$ cat config.mk
export PLATFORM = sky130hd
export DESIGN_NAME = core_register_set
export DESIGN_NICKNAME = d
export VERILOG_FILES = /design/src/hw/core_regs_pkg.sv /design/src/hw/core_register_set.sv
export VERILOG_INCLUDE_DIRS = /design/src /design/src/hw
export SDC_FILE = /design/constraint.sdc
export NUM_CORES = 1
export LEC_CHECK = 0
export ABC_AREA = 0
export BUFFER_PORTS_ARGS = -buffer_cell sky130_fd_sc_hd__buf_2
export CORE_ASPECT_RATIO = 1.25
export CORE_MARGIN = 2
export CORE_UTILIZATION = 30
export CTS_BUF_LIST = sky130_fd_sc_hd__clkbuf_4 sky130_fd_sc_hd__clkbuf_8 sky130_fd_sc_hd__clkbuf_16
export DETAILED_ROUTE_END_ITERATION = 10
export PLACE_DENSITY = 0.62
export SETUP_SLACK_MARGIN = 0.15
export SYNTH_ARGS = -nofsm -noshare
export SYNTH_HDL_FRONTEND = slang
export SYNTH_SLANG_ARGS = --single-unit
$ cat constraint.sdc
create_clock -name CLK_IN -period 2.3 [get_ports CLK_IN]
set_input_delay 0.46 -clock CLK_IN [delete_from_list [all_inputs] [get_ports CLK_IN]]
set_output_delay 0.46 -clock CLK_IN [all_outputs]
set_load 0.005 [all_outputs]
$ cat src/hw/core_regs_map.svh
// core_regs_map.svh: offsets, field positions and reset values of the core register set
// assumes inclusion by bare name from design files; definitions only
`ifndef CORE_REGS_MAP_SVH
`define CORE_REGS_MAP_SVH
// register-space address of the flags register (the only core register visible there)
`define FLAGS_REG_ADDR      8'hF7
// flags field positions
`define FLAG_GIE_BIT        0
`define FLAG_ZERO_BIT       1
`define FLAG_CARRY_BIT      2
`define FLAG_SUPER_BIT      3
`define FLAG_BANK_BIT       4
// mask of bits software may touch through or/and-with-flags
`define FLAGS_SW_MASK       8'h17
// reset values
`define FLAGS_RESET         8'h02
`define ACC_RESET           8'h00
`define INDEX_RESET         8'h00
`define SP_RESET            8'h00
`define PC_RESET            16'h0000
`endif

$ cat src/hw/core_regs_pkg.sv
// core_regs_pkg.sv: types shared by the core register set and its decoder
// assumes nothing beyond a SystemVerilog compiler
package core_regs_pkg;
   // result destination chosen by the decoder
   typedef enum logic [2:0] {
      DST_NONE,
      DST_ACC,
      DST_INDEX,
      DST_SP,
      DST_FLAGS
   } dest_sel_t;
   // flag operation: software or/and, or alu update
   typedef enum logic [1:0] {
      FOP_NONE,
      FOP_OR,
      FOP_AND,
      FOP_ALU
   } flag_op_t;
   // program counter operation
   typedef enum logic [1:0] {
      PC_HOLD,
      PC_INC,
      PC_LOAD
   } pc_op_t;
endpackage : core_regs_pkg

$ cat src/hw/core_register_set.sv
// core_register_set.sv: architectural register set of the 8-bit core
// assumes the decoder and alu drive the control ports on the core clock
//
// Behaviour
// - core registers change only through instructions
// - program counter is sixteen bits wide
// - pc high/low bytes viewable, reset zero
// - accumulator takes source-mode results, resets zero
// - index supplies base for indexed addresses, OFFSET_IN the offset
// - stack pointer holds top-of-stack, resets zero
// - stack ops, swap and add change pointer
// - flags: gie0, zero1, carry2, super3
// - global interrupt enable gates all interrupts
// - super bit shows mode, user cannot change
// - carry and zero reflect last result
// - alu instructions update flags per instruction
// - software changes flags via or/and only
// - flags readable only at address F7
// - fetch starts at address zero after reset
`include "core_regs_map.svh"
`timescale 1ns/1ps
`default_nettype none

module core_register_set
   import core_regs_pkg::*;
#(
   parameter int PC_WIDTH = 16,          // program counter width
   parameter int DATA_WIDTH = 8          // data path width
) (
   // clock and reset
   input  wire logic                  CLK_IN,
   input  wire logic                  RST_N_IN,
   // result write from the instruction decoder
   input  wire dest_sel_t             DEST_SEL_IN,
   input  wire logic [DATA_WIDTH-1:0] RESULT_IN,
   // flag update
   input  wire flag_op_t              FLAG_OP_IN,
   input  wire logic [DATA_WIDTH-1:0] FLAG_OPERAND_IN,
   input  wire logic                  ALU_CARRY_IN,
   input  wire logic                  ALU_ZERO_IN,
   input  wire logic                  SUPER_ENTER_IN,
   input  wire logic                  SUPER_EXIT_IN,
   // stack pointer step from stack instructions
   input  wire logic                  SP_INC_IN,
   input  wire logic                  SP_DEC_IN,
   // program counter control
   input  wire pc_op_t                PC_OP_IN,
   input  wire logic [PC_WIDTH-1:0]   PC_LOAD_IN,
   // indexed address formation
   input  wire logic [DATA_WIDTH-1:0] OFFSET_IN,
   // register-space read port
   input  wire logic [7:0]            REG_ADDR_IN,
   // interrupt gating
   input  wire logic                  IRQ_PENDING_IN,
   // register views
   output logic [DATA_WIDTH-1:0]      ACC_OUT,
   output logic [DATA_WIDTH-1:0]      INDEX_OUT,
   output logic [DATA_WIDTH-1:0]      SP_OUT,
   output logic [DATA_WIDTH-1:0]      FLAGS_OUT,
   output logic [DATA_WIDTH-1:0]      PC_HIGH_OUT,
   output logic [DATA_WIDTH-1:0]      PC_LOW_OUT,
   output logic [PC_WIDTH-1:0]        FETCH_ADDR_OUT,
   // derived outputs
   output logic [DATA_WIDTH-1:0]      INDEXED_ADDR_OUT,
   output logic                       BANK_SEL_OUT,
   output logic                       IRQ_TAKE_OUT,
   output logic                       REG_HIT_OUT,
   output logic [DATA_WIDTH-1:0]      REG_RDATA_OUT
);

   logic [DATA_WIDTH-1:0] acc_r;          // accumulator
   logic [DATA_WIDTH-1:0] index_r;        // index register
   logic [DATA_WIDTH-1:0] sp_r;           // stack pointer
   logic [DATA_WIDTH-1:0] flags_r;        // flags register
   logic [DATA_WIDTH-1:0] flags_nxt;      // next flags value
   logic [PC_WIDTH-1:0]   program_counter_r; // program counter

   // accumulator: loaded only by a decoded result, never by a bus write
   always_ff @(posedge CLK_IN or negedge RST_N_IN) begin
      if (!RST_N_IN) begin
         acc_r <= `ACC_RESET;
      end else if (DEST_SEL_IN == DST_ACC) begin
         acc_r <= RESULT_IN;
      end
   end

   // index register
   always_ff @(posedge CLK_IN or negedge RST_N_IN) begin
      if (!RST_N_IN) begin
         index_r <= `INDEX_RESET;
      end else if (DEST_SEL_IN == DST_INDEX) begin
         index_r <= RESULT_IN;
      end
   end

   // stack pointer: a direct result (swap, add) beats a push/pop step
   always_ff @(posedge CLK_IN or negedge RST_N_IN) begin
      if (!RST_N_IN) begin
         sp_r <= `SP_RESET;
      end else if (DEST_SEL_IN == DST_SP) begin
         sp_r <= RESULT_IN;
      end else if (SP_INC_IN && !SP_DEC_IN) begin
         sp_r <= sp_r + 8'h01;
      end else if (SP_DEC_IN && !SP_INC_IN) begin
         sp_r <= sp_r - 8'h01;
      end
   end

   // next flags: or/and touch only writable bits, super stays hardware-owned
   always_comb begin
      flags_nxt = flags_r;
      unique case (FLAG_OP_IN)
         FOP_OR: begin
            flags_nxt = flags_r | (FLAG_OPERAND_IN & `FLAGS_SW_MASK);
         end
         FOP_AND: begin
            flags_nxt = flags_r & (FLAG_OPERAND_IN | ~`FLAGS_SW_MASK);
         end
         FOP_ALU: begin
            flags_nxt[`FLAG_CARRY_BIT] = ALU_CARRY_IN;
            flags_nxt[`FLAG_ZERO_BIT]  = ALU_ZERO_IN;
         end
         FOP_NONE: begin
            flags_nxt = flags_r;
         end
      endcase
      // supervisor entry wins over exit; only hardware events move it
      if (SUPER_ENTER_IN) begin
         flags_nxt[`FLAG_SUPER_BIT] = 1'b1;
      end else if (SUPER_EXIT_IN) begin
         flags_nxt[`FLAG_SUPER_BIT] = 1'b0;
      end
      flags_nxt[7:5] = 3'h0;                                           // reserved read zero
   end

   // flags register
   always_ff @(posedge CLK_IN or negedge RST_N_IN) begin
      if (!RST_N_IN) begin
         flags_r <= `FLAGS_RESET;
      end else begin
         flags_r <= flags_nxt;
      end
   end

   // program counter: reset puts the first fetch at zero
   always_ff @(posedge CLK_IN or negedge RST_N_IN) begin
      if (!RST_N_IN) begin
         program_counter_r <= `PC_RESET;
      end else begin
         unique case (PC_OP_IN)
            PC_INC:  program_counter_r <= program_counter_r + 16'h0001;
            PC_LOAD: program_counter_r <= PC_LOAD_IN;
            default: program_counter_r <= program_counter_r;            // hold or unused code
         endcase
      end
   end

   // register views straight from flip-flops
   assign ACC_OUT        = acc_r;
   assign INDEX_OUT      = index_r;
   assign SP_OUT         = sp_r;
   assign FLAGS_OUT      = flags_r;
   assign PC_HIGH_OUT    = program_counter_r[15:8];
   assign PC_LOW_OUT     = program_counter_r[7:0];
   assign FETCH_ADDR_OUT = program_counter_r;

   // indexed address wraps within the 8-bit space
   assign INDEXED_ADDR_OUT = index_r + OFFSET_IN;
   assign BANK_SEL_OUT     = flags_r[`FLAG_BANK_BIT];
   assign IRQ_TAKE_OUT     = IRQ_PENDING_IN & flags_r[`FLAG_GIE_BIT];

   // only the flags answer in register space; other core registers stay hidden
   assign REG_HIT_OUT   = (REG_ADDR_IN == `FLAGS_REG_ADDR);
   assign REG_RDATA_OUT = REG_HIT_OUT ? flags_r : 8'h00;

endmodule : core_register_set
`default_nettype wire

==> impl_metrics.json <==
{
  "crit_top_cell": "a21oi_2",
  "path_buf_inv": 1,
  "n_fill_cell": 985,
  "report.final.slew_viol_count": 0,
  "drive_above_1_share_pct": 42.3,
  "power_mw": 3.82,
  "synth_ff_type": "dfrtp_1",
  "path_depth": 8,
  "syn_inst": 320,
  "route.met3.wl_um": 449,
  "synth_area_leader_cell": "dfrtp_1",
  "synth_edf_count": 0,
  "setup_viol": 3,
  "clk_path_buf_depth": 2,
  "ios": 147,
  "design_area_um2": 4060,
  "cts_root_buf": "clkbuf_16",
  "area_growth_syn_to_layout_pct": 35.0,
  "worstMarginPinSlew_ns": 0.675,
  "clk_pin_slew_ns": 0.07,
  "drt_first_iter_violations": 55,
  "cts.sinks": 45,
  "finalSetupTns_ns": -0.520,
  "cts_made_buffers": 5,
  "post_layout_nonfiller_instances": 580,
  "path_delay_family": "compound AO/OA/AOI/OAI gates",
  "grt_usage_pct": 14.6,
  "status": "complete, but fails checks",
  "ir_worst_vdd_v": 0.000370,
  "io_buffers": 136,
  "yosysSeqAreaShare_pct": 37.5,
  "worst_hold_slack_ns": 0.161,
  "cp.required_ns": 1.84,
  "r2r_cells": 6,
  "ys_types": 47,
  "p_int_mw": 2.50,
  "fin_crit_ns": 2.53,
  "via_count": 2831,
  "place_area_um2": 3800,
  "ys_top_cells_by_area": "dfrtp_1 (37%), ha_1 (7.9%), mux2_2 (6.4%)",
  "async_flop_share_pct": 100,
  "hold_class": "input port to asynchronous set/reset pin",
  "critical_path_class": "flip-flop to output port",
  "p_per_area_nw_per_um2": 941,
  "syn_area_um2": 3010,
  "routed_wl_mm": 8.13,
  "ys_seq_elements": 45,
  "htree_levels": 2,
  "crit_arrival_ns": 2.07,
  "path_max_fanout": 3,
  "placedCellCount": 571,
  "rows": 40,
  "path_cells": "ha_4, fa_2, a21o_1, a21oi_2, o21bai_1, a21oi_2, xnor2_1, buf_2",
  "critPathLaunchType": "flip-flop",
  "final_nets": 538,
  "wl_met2_mm": 4.25,
  "layout_commonest_cell": "buf_2",
  "fin_worst_skew_ns": 0.00542,
  "die_h_um": 116,
  "antenna_cells": 0,
  "avgSynthCellArea_um2": 9.40,
  "die_w_um": 93.5,
  "dp_hpwl_mm": 6.43,
  "fp.dieArea_um2": 10800,
  "grt_pass1_vias": 2694,
  "yosysTopAreaCellShare_pct": 36.6,
  "pwr-share-seq_pct": 33.2,
  "core_area_um2": 9710,
  "wl_met1_mm": 3.43,
  "vias_per_cell": 4.88,
  "cap_violations": 0,
  "antenna_found_initial": 0,
  "place_ws_ns": -0.286,
  "drcViolationCount": 0,
  "timing.fmax_mhz": 396,
  "p_sw_share_pct": 34.5,
  "dr.pass1.iters": 6,
  "finish.utilization_pct": 41.8,
  "crit_path_max_incr_delay_ns": 0.43,
  "finalHoldViolations": 0,
  "min_period_over_period_pct": 110,
  "switching_power_mw": 1.32,
  "ant_nets": 0,
  "p_clk_share_pct": 24.4,
  "cts_tree": "built",
  "grt_pass1_wl_mm": 12.8,
  "end_kind": "output port",
  "highest_layer": "met3",
  "setup_slack_ns": -0.226,
  "p_leak_nw": 1.96,
  "p_comb_share_pct": 42.4,
  "place_congestion": 0.853,
  "relSlewSlack_pct": 54.8,
  "cp_slowest_cell": "dfrtp_1",
  "final_cell_mix": "buf_2 (136), dfrtp_1 (44), o21ai_0 (35)",
  "rsz0062_at_grt": "yes",
  "violations": "negative setup slack",
  "clk_latency_ns": 0.28,
  "start_util_pct": 31.0,
  "grt-ovfl-total": 0,
  "grt_max_degree": 26,
  "yosysWarnings": 0,
  "wl_per_cell_um": 14.0
}
## repair_timing
item / in CTS / in global routing
pin swaps: 6 / 2
setup buffers: 1 / 0
resized for setup: 5 / 4
gates cloned: 0 / 0
setup endpoints to repair: 4 / 5
hold buffers: 0 / 0
## flip-flops by register name, summed over array words and instances, names as in the netlist
| register | flops |
|---|---|
| FETCH_ADDR_OUT | 16 |
| ACC_OUT | 8 |
| INDEX_OUT | 8 |
| SP_OUT | 8 |
| FLAGS_OUT | 5 |
## final timing paths
path	startpoint	slack (ns)	to
worst max-delay path	INDEX_OUT[0]$_DFFE_PN0N_	-0.23	INDEXED_ADDR_OUT[6]
worst min-delay path	RST_N_IN	0.16	FETCH_ADDR_OUT[1]$_DFFE_PN0P_
worst max register to register	FETCH_ADDR_OUT[1]$_DFFE_PN0P_	0.37	FETCH_ADDR_OUT[14]$_DFFE_PN0P_
worst min register to register	ACC_OUT[7]$_DFFE_PN0N_	0.51	ACC_OUT[7]$_DFFE_PN0N_
max in group asynchronous	RST_N_IN	1.53	FLAGS_OUT[1]$_DFFE_PN1P_
min in group CLK_IN	SUPER_ENTER_IN	0.36	FLAGS_OUT[3]$_DFFE_PN0P_
## power by group through the flow
stage | registers [mW] | logic, mW | clock network (mW)
2_1_floorplan | 1.26 | 1.00 | 0
3_3_place_gp | 1.27 | 1.55 | 0
3_5_place_dp | 1.28 | 1.59 | 0
4_1_cts | 1.27 | 1.63 | 0.961
5_1_grt | 1.31 | 1.81 | 0.994
6_report | 1.27 | 1.62 | 0.933
## cell type report
cell class              instances  area [um^2]  share of cell area [%]
multi-input cells             238         1730                    42.6
well taps                     126          158                    3.88
inverters                      12         45.0                    1.11
flip-flops and latches         45         1130                    27.8
repair buffers                151          806                    19.9
clock inverters                 3         68.8                    1.70
clock buffers                   5          125                    3.08
## routing by layer
layer,global-route usage [%],vias to the layer above
met5,0,-
li1,-,1383
met1,17.8,1341
met3,2.41,0
met4,2.90,0
met2,27.1,107
## synthesized netlist by cell type, types with 3 or more instances
cell type,n
clkbuf_1,5
nor3_1,7
ha_1,19
inv_1,12
a21o_1,4
nand3_1,6
nor2_1,23
xnor2_1,10
nand2_1,21
and3_1,5
mux2_2,17
o21bai_1,3
o21ai_0,35
buf_4,23
xor2_1,3
dfrtp_1,44
mux2i_1,6
a22oi_1,8
a31oi_1,4
and2_1,6
a21oi_1,22
## cell families (layout without fill, tap and decap cells)
logic type      Yosys count  after routing  synth area share (%)
compound gates           89             89                  18.2
simple gates             86             86                  14.6
flops                    45             45                  37.5
buf+inv                  42            171                  8.16
mux                      23             23                  8.36
fa+ha+maj                21             21                  9.24
xor+xnor                 13             13                  3.79
other cells               1              6                 0.125
## worst reg2reg max path, stage by stage (launching register included)
cell and delay, ns:
dfrtp_1 0.43, ha_1 0.25, and3_1 0.23, nand2_1 0.11
nor3_1 0.46, a32oi_1 0.19, o21ai_0 0.19
Note: power is estimated with default switching activity, not from simulation.
